===== src/shared/msse_pkg.sv =====
// Package: constants and opcodes for the subtract/swap/skip/xor/table execution unit
//
// Summary of operation
// - Subtract carry is one unless operand exceeds accumulator (borrow)
// - Subtract memory from accumulator into accumulator
// - Subtract result written back to memory byte
// - Subtract immediate from accumulator into accumulator
// - Swap memory byte nibbles in place, no flags
// - Swapped memory byte loaded into accumulator only
// - Skip next instruction when memory byte zero
// - Copy byte to accumulator, skip if zero
// - Skip next instruction when selected bit zero
// - Taken skip inserts one dummy cycle
// - Table read uses high and low pointers
// - Last page table read uses low pointer
// - Xor memory into accumulator, zero flag only
// - Xor result written to memory byte
// - Xor immediate into accumulator, zero flag only
package msse_pkg;

  localparam int DATA_W  = 8;
  localparam int DADDR_W = 8;
  localparam int PADDR_W = 12;
  localparam int PWORD_W = 16;
  localparam int OP_W    = 4;

  // Register offsets on the AXI4-Lite slave
  localparam logic [7:0] OFS_ACC   = 8'h00;
  localparam logic [7:0] OFS_FLAGS = 8'h04;
  localparam logic [7:0] OFS_TLOW  = 8'h08;
  localparam logic [7:0] OFS_THIGH = 8'h0C;
  localparam logic [7:0] OFS_LATCH = 8'h10;
  localparam logic [7:0] OFS_STAT  = 8'h14;

  // Flag register field positions
  localparam int FLG_C  = 0;
  localparam int FLG_AC = 1;
  localparam int FLG_Z  = 2;
  localparam int FLG_OV = 3;

  // Reset values
  localparam logic [7:0] RST_BYTE  = 8'h00;
  localparam logic [3:0] RST_FLAGS = 4'h0;

  // Number of idle slots added by a taken skip
  localparam logic [1:0] SKIP_DUMMY_CYCLES = 2'h1;

  typedef enum logic [OP_W-1:0] {
    MSSE_OP_SUB_ACC   = 4'b0000,
    MSSE_OP_SUB_MEM   = 4'b0001,
    MSSE_OP_SUB_IMM   = 4'b0010,
    MSSE_OP_SWAP_MEM  = 4'b0011,
    MSSE_OP_SWAP_ACC  = 4'b0100,
    MSSE_OP_SKZ       = 4'b0101,
    MSSE_OP_SKZ_MOVE  = 4'b0110,
    MSSE_OP_SKZ_BIT   = 4'b0111,
    MSSE_OP_TRD_CUR   = 4'b1000,
    MSSE_OP_TRD_LAST  = 4'b1001,
    MSSE_OP_XOR_ACC   = 4'b1010,
    MSSE_OP_XOR_MEM   = 4'b1011,
    MSSE_OP_XOR_IMM   = 4'b1100
  } msse_op_e;

  typedef enum logic [1:0] {
    MSSE_ST_IDLE  = 2'b00,
    MSSE_ST_TREAD = 2'b01,
    MSSE_ST_DUMMY = 2'b10
  } msse_state_e;

endpackage


===== src/verilog/msse_alu.sv =====
// Arithmetic and logic for subtract, swap and exclusive-or
`timescale 1ns/1ps
`default_nettype none
module msse_alu (
  input  wire logic [msse_pkg::DATA_W-1:0] acc_val,
  input  wire logic [msse_pkg::DATA_W-1:0] opnd,
  output logic      [msse_pkg::DATA_W-1:0] diff,
  output logic      [msse_pkg::DATA_W-1:0] xres,
  output logic      [msse_pkg::DATA_W-1:0] swapped,
  output logic                             c_out,
  output logic                             ac_out,
  output logic                             ov_out,
  output logic                             z_diff,
  output logic                             z_xor
);
  import msse_pkg::*;

  wire logic [DATA_W:0] wide_diff;
  wire logic [4:0]      nib_diff;

  assign wide_diff = {1'b0, acc_val} - {1'b0, opnd};
  assign nib_diff  = {1'b0, acc_val[3:0]} - {1'b0, opnd[3:0]};
  assign diff      = wide_diff[DATA_W-1:0];
  assign c_out     = ~wide_diff[DATA_W];
  assign ac_out    = ~nib_diff[4];
  assign ov_out    = (acc_val[7] ^ opnd[7]) & (acc_val[7] ^ diff[7]);
  assign z_diff    = (diff == 8'h00);
  assign xres      = acc_val ^ opnd;
  assign z_xor     = (xres == 8'h00);
  assign swapped   = {opnd[3:0], opnd[7:4]};
endmodule
`default_nettype wire


===== src/verilog/msse_exec.sv =====
// Execution unit with AXI4-Lite register access
`timescale 1ns/1ps
`default_nettype none
module msse_exec #(
  parameter int HAS_HIGH_PTR = 1
) (
  input  wire logic                          aclk,
  input  wire logic                          aresetn,
  input  wire logic                          clk_en,
  // Instruction issue
  input  wire logic                          issue_valid,
  output logic                               issue_ready,
  input  wire msse_pkg::msse_op_e            issue_op,
  input  wire logic [msse_pkg::DADDR_W-1:0]  issue_addr,
  input  wire logic [msse_pkg::DATA_W-1:0]   issue_imm,
  input  wire logic [2:0]                    issue_bit,
  output logic                               skip_taken,
  output logic                               dummy_cycle,
  // Data memory
  output logic      [msse_pkg::DADDR_W-1:0]  dmem_raddr,
  input  wire logic [msse_pkg::DATA_W-1:0]   dmem_rdata,
  output logic                               dmem_we,
  output logic      [msse_pkg::DADDR_W-1:0]  dmem_waddr,
  output logic      [msse_pkg::DATA_W-1:0]   dmem_wdata,
  // Program memory
  output logic                               pmem_re,
  output logic      [msse_pkg::PADDR_W-1:0]  pmem_addr,
  input  wire logic [msse_pkg::PWORD_W-1:0]  pmem_rdata,
  // AXI4-Lite
  input  wire logic [7:0]                    s_awaddr,
  input  wire logic                          s_awvalid,
  output logic                               s_awready,
  input  wire logic [31:0]                   s_wdata,
  input  wire logic [3:0]                    s_wstrb,
  input  wire logic                          s_wvalid,
  output logic                               s_wready,
  output logic      [1:0]                    s_bresp,
  output logic                               s_bvalid,
  input  wire logic                          s_bready,
  input  wire logic [7:0]                    s_araddr,
  input  wire logic                          s_arvalid,
  output logic                               s_arready,
  output logic      [31:0]                   s_rdata,
  output logic      [1:0]                    s_rresp,
  output logic                               s_rvalid,
  input  wire logic                          s_rready
);
  import msse_pkg::*;

  ////////////////////////////////////////////////////////////////////////////
  // State
  logic [DATA_W-1:0]  accumulator_reg_q;
  logic [3:0]         flags_q;
  logic [DATA_W-1:0]  table_low_pointer_q;
  logic [DATA_W-1:0]  table_high_pointer_q;
  logic [DATA_W-1:0]  table_high_latch_q;
  msse_state_e        state_q;
  logic [DADDR_W-1:0] tdst_q;
  logic [DATA_W-1:0]  skip_count_q;
  logic [DATA_W-1:0]  exec_count_q;
  logic               skip_q;

  ////////////////////////////////////////////////////////////////////////////
  // Decode
  wire logic [DATA_W-1:0] diff, xres, swapped, alu_opnd;
  wire logic c_out, ac_out, ov_out, z_diff, z_xor;
  wire logic fire, is_sub, is_xor, mem_zero, bit_zero, do_skip;
  wire logic acc_we, sub_mem_op, xor_mem_op;
  wire logic [DATA_W-1:0] acc_d;
  wire logic [3:0] flags_d;

  assign issue_ready = clk_en & (state_q == MSSE_ST_IDLE);
  assign fire        = issue_valid & issue_ready;
  assign dmem_raddr  = issue_addr;
  assign is_sub      = (issue_op == MSSE_OP_SUB_ACC) | (issue_op == MSSE_OP_SUB_MEM) |
                       (issue_op == MSSE_OP_SUB_IMM);
  assign is_xor      = (issue_op == MSSE_OP_XOR_ACC) | (issue_op == MSSE_OP_XOR_MEM) |
                       (issue_op == MSSE_OP_XOR_IMM);
  assign sub_mem_op  = (issue_op == MSSE_OP_SUB_MEM);
  assign xor_mem_op  = (issue_op == MSSE_OP_XOR_MEM);
  assign alu_opnd    = ((issue_op == MSSE_OP_SUB_IMM) | (issue_op == MSSE_OP_XOR_IMM)) ?
                       issue_imm : dmem_rdata;
  assign mem_zero    = (dmem_rdata == 8'h00);
  assign bit_zero    = ~dmem_rdata[issue_bit];
  assign do_skip     = ((issue_op == MSSE_OP_SKZ) & mem_zero) |
                       ((issue_op == MSSE_OP_SKZ_MOVE) & mem_zero) |
                       ((issue_op == MSSE_OP_SKZ_BIT) & bit_zero);
  assign acc_we      = (issue_op == MSSE_OP_SUB_ACC) | (issue_op == MSSE_OP_SUB_IMM) |
                       (issue_op == MSSE_OP_XOR_ACC) | (issue_op == MSSE_OP_XOR_IMM) |
                       (issue_op == MSSE_OP_SWAP_ACC) | (issue_op == MSSE_OP_SKZ_MOVE);
  assign acc_d       = is_sub ? diff :
                       is_xor ? xres :
                       (issue_op == MSSE_OP_SWAP_ACC) ? swapped :
                       dmem_rdata;
  assign flags_d     = is_sub ? {ov_out, z_diff, ac_out, c_out} :
                       is_xor ? {flags_q[FLG_OV], z_xor, flags_q[FLG_AC], flags_q[FLG_C]} :
                       flags_q;

  msse_alu u_alu (
    .acc_val (accumulator_reg_q),
    .opnd    (alu_opnd),
    .diff    (diff),
    .xres    (xres),
    .swapped (swapped),
    .c_out   (c_out),
    .ac_out  (ac_out),
    .ov_out  (ov_out),
    .z_diff  (z_diff),
    .z_xor   (z_xor)
  );

  // Table address: last page forces the upper bits high
  wire logic [PADDR_W-1:0] cur_page_addr, last_page_addr;
  wire logic [PADDR_W-DATA_W-1:0] hi_part;
  assign hi_part        = (HAS_HIGH_PTR != 0) ? table_high_pointer_q[PADDR_W-DATA_W-1:0] :
                          {(PADDR_W-DATA_W){1'b0}};
  assign cur_page_addr  = {hi_part, table_low_pointer_q};
  assign last_page_addr = {{(PADDR_W-DATA_W){1'b1}}, table_low_pointer_q};

  ////////////////////////////////////////////////////////////////////////////
  // Instruction sequencing
  always_ff @(posedge aclk) begin
    if (!aresetn) begin
      state_q     <= MSSE_ST_IDLE;
      tdst_q      <= RST_BYTE;
      skip_taken  <= 1'b0;
      dummy_cycle <= 1'b0;
      pmem_re     <= 1'b0;
      pmem_addr   <= '0;
      dmem_we     <= 1'b0;
      dmem_waddr  <= RST_BYTE;
      dmem_wdata  <= RST_BYTE;
    end else if (clk_en) begin
      skip_taken  <= 1'b0;
      dummy_cycle <= 1'b0;
      pmem_re     <= 1'b0;
      dmem_we     <= 1'b0;
      case (state_q)
        MSSE_ST_IDLE: begin
          if (fire) begin
            dmem_waddr <= issue_addr;
            if (do_skip) begin
              skip_taken <= 1'b1;
              state_q    <= MSSE_ST_DUMMY;
            end
            if (sub_mem_op) begin
              dmem_we    <= 1'b1;
              dmem_wdata <= diff;
            end
            if (xor_mem_op) begin
              dmem_we    <= 1'b1;
              dmem_wdata <= xres;
            end
            if (issue_op == MSSE_OP_SWAP_MEM) begin
              dmem_we    <= 1'b1;
              dmem_wdata <= swapped;
            end
            if ((issue_op == MSSE_OP_TRD_CUR) | (issue_op == MSSE_OP_TRD_LAST)) begin
              pmem_re   <= 1'b1;
              pmem_addr <= (issue_op == MSSE_OP_TRD_LAST) ? last_page_addr : cur_page_addr;
              tdst_q    <= issue_addr;
              state_q   <= MSSE_ST_TREAD;
            end
          end
        end
        MSSE_ST_TREAD: begin
          dmem_we    <= 1'b1;
          dmem_waddr <= tdst_q;
          dmem_wdata <= pmem_rdata[DATA_W-1:0];
          state_q    <= MSSE_ST_IDLE;
        end
        MSSE_ST_DUMMY: begin
          dummy_cycle <= 1'b1;
          state_q     <= MSSE_ST_IDLE;
        end
        default: state_q <= MSSE_ST_IDLE;
      endcase
    end
  end

  ////////////////////////////////////////////////////////////////////////////
  // AXI4-Lite write channel
  logic               aw_held_q, w_held_q;
  logic [7:0]         aw_addr_q;
  logic [31:0]        w_data_q;
  logic               w_lane0_q;
  wire logic          wr_go, sw_wr_acc, sw_wr_tl, sw_wr_th, sw_wr_fl;
  assign s_awready = ~aw_held_q & ~s_bvalid;
  assign s_wready  = ~w_held_q & ~s_bvalid;
  assign wr_go     = aw_held_q & w_held_q & ~s_bvalid & clk_en & (state_q == MSSE_ST_IDLE) & ~fire;
  assign sw_wr_acc = wr_go & w_lane0_q & (aw_addr_q == OFS_ACC);
  assign sw_wr_fl  = wr_go & w_lane0_q & (aw_addr_q == OFS_FLAGS);
  assign sw_wr_tl  = wr_go & w_lane0_q & (aw_addr_q == OFS_TLOW);
  assign sw_wr_th  = wr_go & w_lane0_q & (aw_addr_q == OFS_THIGH);
  assign s_bresp   = 2'h0;

  always_ff @(posedge aclk) begin
    if (!aresetn) begin
      aw_held_q <= 1'b0;
      w_held_q  <= 1'b0;
      aw_addr_q <= 8'h00;
      w_data_q  <= 32'h0;
      w_lane0_q <= 1'b0;
      s_bvalid  <= 1'b0;
    end else begin
      if (s_awvalid & s_awready) begin
        aw_held_q <= 1'b1;
        aw_addr_q <= s_awaddr;
      end
      if (s_wvalid & s_wready) begin
        w_held_q  <= 1'b1;
        w_data_q  <= s_wdata;
        w_lane0_q <= s_wstrb[0];
      end
      if (wr_go) begin
        aw_held_q <= 1'b0;
        w_held_q  <= 1'b0;
        s_bvalid  <= 1'b1;
      end else if (s_bvalid & s_bready) begin
        s_bvalid  <= 1'b0;
      end
    end
  end

  ////////////////////////////////////////////////////////////////////////////
  // Architectural registers
  always_ff @(posedge aclk) begin
    if (!aresetn) begin
      accumulator_reg_q    <= RST_BYTE;
      flags_q              <= RST_FLAGS;
      table_low_pointer_q  <= RST_BYTE;
      table_high_pointer_q <= RST_BYTE;
      table_high_latch_q   <= RST_BYTE;
      skip_q               <= 1'b0;
    end else if (clk_en) begin
      if (fire & acc_we) begin
        accumulator_reg_q <= acc_d;
      end else if (sw_wr_acc) begin
        accumulator_reg_q <= w_data_q[DATA_W-1:0];
      end
      if (fire) begin
        flags_q <= flags_d;
        skip_q  <= do_skip;
      end else if (sw_wr_fl) begin
        flags_q <= w_data_q[3:0];
      end
      if (sw_wr_tl) begin
        table_low_pointer_q <= w_data_q[DATA_W-1:0];
      end
      if (sw_wr_th) begin
        table_high_pointer_q <= w_data_q[DATA_W-1:0];
      end
      if (state_q == MSSE_ST_TREAD) begin
        table_high_latch_q <= pmem_rdata[PWORD_W-1:DATA_W];
      end
    end
  end

  ////////////////////////////////////////////////////////////////////////////
  // AXI4-Lite read channel
  wire logic [31:0] rd_mux;
  assign s_arready = ~s_rvalid;
  assign s_rresp   = 2'h0;
  assign rd_mux    = (s_araddr == OFS_ACC)   ? {24'h0, accumulator_reg_q} :
                     (s_araddr == OFS_FLAGS) ? {28'h0, flags_q} :
                     (s_araddr == OFS_TLOW)  ? {24'h0, table_low_pointer_q} :
                     (s_araddr == OFS_THIGH) ? {24'h0, table_high_pointer_q} :
                     (s_araddr == OFS_LATCH) ? {24'h0, table_high_latch_q} :
                     (s_araddr == OFS_STAT)  ? {29'h0, skip_q, state_q} :
                     32'h0;

  always_ff @(posedge aclk) begin
    if (!aresetn) begin
      s_rvalid <= 1'b0;
      s_rdata  <= 32'h0;
    end else if (s_arvalid & s_arready) begin
      s_rvalid <= 1'b1;
      s_rdata  <= rd_mux;
    end else if (s_rvalid & s_rready) begin
      s_rvalid <= 1'b0;
    end
  end

  ////////////////////////////////////////////////////////////////////////////
  // Assertions
  always_ff @(posedge aclk) begin
    if (!aresetn) begin
      skip_count_q <= 8'h00;
      exec_count_q <= 8'h00;
    end else begin
      if (skip_taken & clk_en) skip_count_q <= skip_count_q + 8'h01;
      if (fire) exec_count_q <= exec_count_q + 8'h01;
    end
  end

  AST_SUB_CARRY: assert property (@(posedge aclk) disable iff (!aresetn)
    fire & is_sub |=> flags_q[FLG_C] == ($past(accumulator_reg_q) >= $past(alu_opnd)))
    else $error("carry wrong after subtract");
  AST_SUB_ACC: assert property (@(posedge aclk) disable iff (!aresetn)
    fire & (issue_op == MSSE_OP_SUB_ACC) |=>
      accumulator_reg_q == 8'($past(accumulator_reg_q) - $past(dmem_rdata)))
    else $error("accumulator subtract wrong");
  AST_SUB_MEM: assert property (@(posedge aclk) disable iff (!aresetn)
    fire & sub_mem_op |=> dmem_we && dmem_wdata == 8'($past(accumulator_reg_q) - $past(dmem_rdata))
      && accumulator_reg_q == $past(accumulator_reg_q))
    else $error("memory subtract wrong");
  AST_SUB_IMM: assert property (@(posedge aclk) disable iff (!aresetn)
    fire & (issue_op == MSSE_OP_SUB_IMM) |=>
      accumulator_reg_q == 8'($past(accumulator_reg_q) - $past(issue_imm)))
    else $error("immediate subtract wrong");
  AST_SWAP_MEM: assert property (@(posedge aclk) disable iff (!aresetn)
    fire & (issue_op == MSSE_OP_SWAP_MEM) |=> dmem_we && dmem_wdata[3:0] == $past(dmem_rdata[7:4])
      && flags_q == $past(flags_q))
    else $error("memory swap wrong");
  AST_SWAP_ACC: assert property (@(posedge aclk) disable iff (!aresetn)
    fire & (issue_op == MSSE_OP_SWAP_ACC) |=> !dmem_we && accumulator_reg_q[7:4] == $past(dmem_rdata[3:0]))
    else $error("accumulator swap wrong");
  AST_SKZ: assert property (@(posedge aclk) disable iff (!aresetn)
    fire & (issue_op == MSSE_OP_SKZ) |=> skip_taken == ($past(dmem_rdata) == 8'h00))
    else $error("zero skip wrong");
  AST_SKZ_MOVE: assert property (@(posedge aclk) disable iff (!aresetn)
    fire & (issue_op == MSSE_OP_SKZ_MOVE) |=> accumulator_reg_q == $past(dmem_rdata)
      && flags_q == $past(flags_q))
    else $error("move skip wrong");
  AST_SKZ_BIT: assert property (@(posedge aclk) disable iff (!aresetn)
    fire & (issue_op == MSSE_OP_SKZ_BIT) & dmem_rdata[issue_bit] |=> !skip_taken)
    else $error("bit skip taken on one");
  AST_DUMMY: assert property (@(posedge aclk) disable iff (!aresetn)
    skip_taken & clk_en |-> !issue_ready ##1 dummy_cycle)
    else $error("no dummy cycle after skip");
  AST_TRD_LATCH: assert property (@(posedge aclk) disable iff (!aresetn)
    (state_q == MSSE_ST_TREAD) & clk_en |=> table_high_latch_q == $past(pmem_rdata[15:8])
      && dmem_wdata == $past(pmem_rdata[7:0]))
    else $error("table read split wrong");
  AST_TRD_LAST: assert property (@(posedge aclk) disable iff (!aresetn)
    fire & (issue_op == MSSE_OP_TRD_LAST) |=> pmem_re && pmem_addr[11:8] == 4'hF)
    else $error("last page address wrong");
  AST_XOR_ACC: assert property (@(posedge aclk) disable iff (!aresetn)
    fire & (issue_op == MSSE_OP_XOR_ACC) |=> accumulator_reg_q == ($past(accumulator_reg_q) ^ $past(dmem_rdata))
      && flags_q[FLG_C] == $past(flags_q[FLG_C]))
    else $error("accumulator xor wrong");
  AST_XOR_MEM: assert property (@(posedge aclk) disable iff (!aresetn)
    fire & xor_mem_op |=> dmem_wdata == ($past(accumulator_reg_q) ^ $past(dmem_rdata))
      && flags_q[FLG_Z] == (dmem_wdata == 8'h00))
    else $error("memory xor wrong");
  AST_XOR_IMM: assert property (@(posedge aclk) disable iff (!aresetn)
    fire & (issue_op == MSSE_OP_XOR_IMM) |=> flags_q[FLG_OV] == $past(flags_q[FLG_OV]))
    else $error("immediate xor touched overflow");
  AST_ZERO: assert property (@(posedge aclk) disable iff (!aresetn)
    fire & (issue_op == MSSE_OP_SUB_ACC) |=> flags_q[FLG_Z] == (accumulator_reg_q == 8'h00))
    else $error("zero flag wrong");

  COV_SKIP: cover property (@(posedge aclk) skip_taken ##1 dummy_cycle);
  COV_TREAD: cover property (@(posedge aclk) pmem_re ##1 dmem_we);
  COV_BORROW: cover property (@(posedge aclk) fire & is_sub & !c_out);
  COV_AXI: cover property (@(posedge aclk) s_bvalid & s_bready);
  COV_COUNT: cover property (@(posedge aclk) skip_count_q == 8'h04 && exec_count_q > skip_count_q);
endmodule
`default_nettype wire

===== config.mk =====
export PLATFORM = sky130hd
export DESIGN_NAME = msse_exec
export DESIGN_NICKNAME = d
export VERILOG_FILES = /design/src/shared/msse_pkg.sv /design/src/verilog/msse_alu.sv /design/src/verilog/msse_exec.sv
export SDC_FILE = /design/constraint.sdc
export NUM_CORES = 1
export LEC_CHECK = 0
export BUFFER_PORTS_ARGS = -buffer_cell sky130_fd_sc_hd__buf_2
export CAP_MARGIN = 30
export CORE_MARGIN = 5
export CORE_UTILIZATION = 50
export DETAILED_ROUTE_END_ITERATION = 7
export MAX_ROUTING_LAYER = met4
export PLACE_DENSITY = 0.85
export SYNTH_ARGS = -nofsm -noshare
export SYNTH_HDL_FRONTEND = slang
export SYNTH_SLANG_ARGS = --single-unit
export TNS_END_PERCENT = 10

===== constraint.sdc =====
create_clock -name aclk -period 3.6 [get_ports aclk]
set_input_delay 0.72 -clock aclk [delete_from_list [all_inputs] [get_ports aclk]]
set_output_delay 0.72 -clock aclk [all_outputs]
set_load 0.02 [all_outputs]

Word level (Yosys, flattened, before mapping)
Cells that the tools add are included.

Add/sub/neg operators: 2. Magnitude comparators: 1. Eq/ne operators: 27. Multiplexer cells: 46. Bitwise logic cells: 49. Reductions and logical operators: 24.

Operators by type and width (count): $mux 8 (16); $logic_not 8->1 (5); $eq 8x4->1 const B (4); $pmux 8 s2 (2); $and 1x1->1 (24); $eq 4x4->1 const B (5); $eq 4x3->1 const B (4); $eq 8x3->1 const B (2); $eq 8x5->1 const B (2); $mux 1 (16); $or 1x1->1 (13); $mux 12 (1); $mux 4 (3); $reduce_and 3->1 (4); $reduce_and 2->1 (5); $reduce_bool 2->1 (5); $not 1->1 (9); $sub 8x8->9 (1); $eq 4x2->1 const B (2); $mux 2 (4); $reduce_and 4->1 (2); $xor 8x8->8 (1); $mux 3 (2); $sub 4x4->5 (1); other kinds (15) (16).

Bits in registers: 132. Input bits: 108. Output and inout bits: 82. Logic and storage cells: 173.

Depth between registers and ports, before layout
Word-level depth: 9. Gate-level depth with buffers: 16.

By module
Synthesis repeated with hierarchy kept, for this count alone.

Cell total of the unflattened synthesis: 788. Area, all modules: 6358.6 um^2.

Modules (own cells, without submodules): msse_exec (instances 1, cells an instance 711, area an instance 5826.8 um^2); msse_alu (instances 1, cells an instance 77, area an instance 531.8 um^2).

Least setup slack after synthesis
Ideal clock, no wire load.

Kind: in2reg. Start: input issue_op[3]. End: register dmem_wdata[6] in the netlist's numbering. Setup time: 0.066 ns. Data arrival time: 3.307 ns. Data required time: 3.534 ns. Setup slack: 0.227 ns. Cell stages on the path: 16. Buffers on the path: 2. Cell sequence: buf_6 -> nand2b_4 -> a211oi_2 -> buf_6 -> a2bb2oi_1 -> o31ai_1 -> inv_1 -> ha_1 -> inv_1 -> ha_1 -> o221a_2 -> o31ai_1 -> a31oi_1 -> xnor2_1 -> a221o_1 -> a21oi_2.

Word-level cells in the longest chain between the ends: 9.

Ends and longest elaborated chain: start, declared (RTL line msse_exec.sv:13) `input wire msse_pkg::msse_op_e issue_op,`; $eq 4x2->1 or $eq 4x4->1 (tied branches) (RTL line msse_exec.sv:81) `assign alu_opnd = ((issue_op == MSSE_OP_SUB_IMM) | (issue_op == MSSE_OP_XOR_IMM)) ?`; $or 1x1->1 (RTL line msse_exec.sv:81); $mux 8 (RTL line msse_exec.sv:81); $sub 8x8->9 (RTL line msse_alu.sv:21) `assign wide_diff = {1'b0, acc_val} - {1'b0, opnd};`; $mux 8 (RTL line msse_exec.sv:146) `if (sub_mem_op) begin`; $mux 8 (RTL line msse_exec.sv:150) `if (xor_mem_op) begin`; $mux 8 (RTL line msse_exec.sv:154) `if (issue_op == MSSE_OP_SWAP_MEM) begin`; $mux 8 (RTL line msse_exec.sv:140) `if (fire) begin`; $pmux 8 s2 (RTL line msse_exec.sv:138) `case (state_q)`; end signal, assigned (RTL line msse_exec.sv:148) `dmem_wdata <= diff;`; end signal, assigned (RTL line msse_exec.sv:152) `dmem_wdata <= xres;`; end signal, assigned (RTL line msse_exec.sv:156) `dmem_wdata <= swapped;`; end, declared (RTL line msse_exec.sv:24) `output logic [msse_pkg::DATA_W-1:0] dmem_wdata,`.

Several ways; a longest one is shown, not always the timed one. The select of a mux whose other input is x is not followed. A chain may end at the register's enable or synchronous reset.

Final worst setup path
Start: input issue_op[1]. End: register accumulator_reg_q[6].

Word-level cells in the longest chain between the ends: 9.

Ends and longest elaborated chain: branches (longest 9 deep; another with $sub 8x8->9); end signal, assigned (RTL line msse_exec.sv:239) `accumulator_reg_q <= w_data_q[DATA_W-1:0];`; end, declared (RTL line msse_exec.sv:52) `logic [DATA_W-1:0] accumulator_reg_q;`.

Parallel ways; which one is timed is not known.

==> flow_summary.json <==
{
  "synth_cell_type_count": 77,
  "cts.sinks": 108,
  "worstMarginPinSlew_ns": 1.019,
  "area_growth_pct": 18.17,
  "holdBufCountCts": 0,
  "nets": 1028,
  "clkLatencyLatePin_ns": 0.35,
  "ys_warn_count": 0,
  "hp-class": "reg -> reg",
  "drc": 0,
  "wl_per_cell_um": 17.17,
  "core_area_sq_mm": 0.01252,
  "max-vdd-ir-drop_mv": 0.2753,
  "dpl_cell_area_sq_mm": 0.007191,
  "grt_pass1_wl_um": 28950,
  "cts_htree_levels": 3,
  "synth-seq-area-share_pct": 34.16,
  "relSlewSlack_pct": 31.76,
  "antenna_found_initial": 0,
  "clock.fmax_mhz": 307.5,
  "clockBufferDepth": 2,
  "powerDensity_mw_per_mm2": 375.1,
  "rsz0062_at_grt": "false",
  "die_area_sq_mm": 0.01501,
  "fin_util_pct": 59.75,
  "syn_avg_cell_area_sq_um": 8.114,
  "worstSetupStartpointType": "primary input",
  "dp_slack_ns": 0.04457,
  "setup_violations": 0,
  "grt_pass1_vias": 5734,
  "p_sw_share_pct": 29.12,
  "skew_ns": 0.006949,
  "grt-ovfl-total": 0,
  "gp_congestion": 1.035,
  "p_leak_nw": 3.272,
  "drive_above_1_share_pct": 23.72,
  "p_switching_uw": 816.7,
  "p_int_mw": 1.988,
  "fin_setup_tns_ns": 0,
  "slew_violations": 0,
  "syn_area_sq_mm": 0.006329,
  "cp.arrival_ns": 3.50,
  "drt_iter0_drc": 698,
  "routed_via_density": 5.749,
  "end_kind": "flop",
  "holdWs_ns": 0.4571,
  "boundaryPins": 190,
  "max_cap_violations": 0,
  "hpwl_um": 14280,
  "path_class": "in -> reg",
  "synthFlopType": "dfxtp_1",
  "track_usage_pct": 24.96,
  "n_antenna_cell": 0,
  "cts_tree": "built",
  "n_fill_cell": 1099,
  "seqPwrFrac_pct": 45.2,
  "async_flop_share_pct": 0,
  "clkPwrFrac_pct": 34.1,
  "power_frac_comb_pct": 20.6,
  "fin_crit_sh_pct": 90.32,
  "start_util_pct": 50.56,
  "required_ns": 3.84,
  "grt_max_degree": 69,
  "stdcell_area_sq_mm": 0.007478,
  "die_w_um": 122.5,
  "root_buffer": "clkbuf_16",
  "rows": 41,
  "numCtsBuffers": 9,
  "hold_viol": 0,
  "run_status": "completed",
  "worstPathMaxFanout": 6,
  "cts.clk_slew.worst_paths_ns": 0.07,
  "ys_ff_latch": 108,
  "port_buffers": 134,
  "post-cts-setup-buffers": 0,
  "vias": 6272,
  "setup_ws_ns": 0.3483,
  "synth_edf_count": 0,
  "cts_resized": 0,
  "die_y_um": 122.5,
  "syn_inst": 780,
  "finalWirelength_um": 18730,
  "drtAntennaViolNets": 0,
  "period_needed_ns": 3.252,
  "drtPass1Iterations": 5
}
==> metal layers <==
metal | wire length [um] | share of wire, % | up-vias | GRT usage [%]
met5 | 0 | 0 | - | -
met4 | 359 | 1.9 | 0 | 6.718
met3 | 1568 | 8.4 | 36 | 4.516
met2 | 8729 | 47 | 312 | 39.47
met1 | 8075 | 43 | 2919 | 33.06
li1 | - | - | 3005 | -
==> Yosys cell counts (all sizes together) (8+ instances only) <==
library cell    n  area share (%)
o211ai         15             2.1
nand3          19             1.5
and3            8            0.79
a21oi          27             2.2
mux2i          30             4.7
nand2         152             9.0
o21ai          26             2.1
nor3           18             1.5
o211a          18             2.8
clkbuf         34             2.0
buf            46             5.3
inv            13            0.77
a21boi         49             5.8
nor2           48             2.8
nor2b          29             2.9
dfxtp         108              34
==> cell families after synthesis <==
kind of cell | after synthesis | synth area share, %
muxes | 39 | 6.880
AOI/OAI and AO/OA | 205 | 24.36
and+or+nand+nor | 317 | 23.76
other | 1 | 0.05926
xor gates and xnor gates | 10 | 1.384
buffers and inverters | 94 | 8.185
adders and majority gates | 6 | 1.206
DFF | 108 | 34.16
==> critical path, cell delays in order <==
cell	delay, ns
buf_2	0.13
nand2b_4	0.14
a211oi_2	0.25
a2bb2oi_1	0.17
o31ai_1	0.12
inv_1	0.07
ha_1	0.16
inv_1	0.06
ha_1	0.19
o221a_2	0.31
o31ai_1	0.24
a31oi_1	0.19
xnor2_1	0.32
o21ai_0	0.20
and3_1	0.21
==> area by class of cell <==
cell class	count	area, sq um	share of cell area (%)
inverters	14	52.55	0.7027
multi-input cells	605	3755	50.21
clock inverters	2	17.52	0.2342
repair buffers	177	1006	13.45
clock buffers	13	270.3	3.614
well taps	172	215.2	2.878
flip-flops and latches	108	2162	28.91
==> power by group through the flow <==
stage	clock network (mW)	logic (mW)	registers, mW
finish	0.957	0.579	1.27
floorplan	0	0.368	1.31
detailed placement	0	0.567	1.30
global placement	0	0.565	1.29
CTS	0.965	0.570	1.27
global route	1.01	0.631	1.27
==> flip-flops by register name (all words and copies together) (netlist names), 2 cells and up <==
name,flops
table_high_latch_q,8
s_rdata,8
state_q,2
pmem_addr,12
dmem_wdata,8
flags_q,4
table_low_pointer_q,8
dmem_waddr,8
table_high_pointer_q,8
w_data_q,8
tdst_q,8
accumulator_reg_q,8
aw_addr_q,8
==> through the flow <==
| stage | total power, mW | cells |
|---|---|---|
| 2_1_floorplan | 1.673 | 807 |
| 3_3_place_gp | 1.858 | 1076 |
| 3_5_place_dp | 1.862 | 1076 |
| 4_1_cts | 2.803 | 1091 |
| 5_1_grt | 2.917 | 1091 |
| 6_report | 2.805 | 1091 |
==> cells in the final DEF, fill, tap and decap left out, drive strengths merged, types with 13 or more instances in the layout <==
master / n
nand2: 152
mux2i: 30
nor3: 18
nor2b: 29
inv: 14
clkbuf: 13
conb: 28
a21boi: 49
o21ai: 26
buf: 177
a21oi: 27
o211ai: 15
nor2: 48
dfxtp: 108
nand3: 19
o211a: 18
==> path summary, 6_finish.rpt <==
check                                           from              endpoint  slack (ns)  depth (start not counted)
worst max-delay path                     issue_op[1]  accumulator_reg_q[6]        0.35                         15
worst min-delay path                    aw_addr_q[7]          aw_addr_q[7]        0.46                          2
worst max register to register  accumulator_reg_q[2]  accumulator_reg_q[6]        0.96                          9
worst min register to register          aw_addr_q[7]          aw_addr_q[7]        0.46                          2
Note: power is estimated with default switching activity, not from simulation.
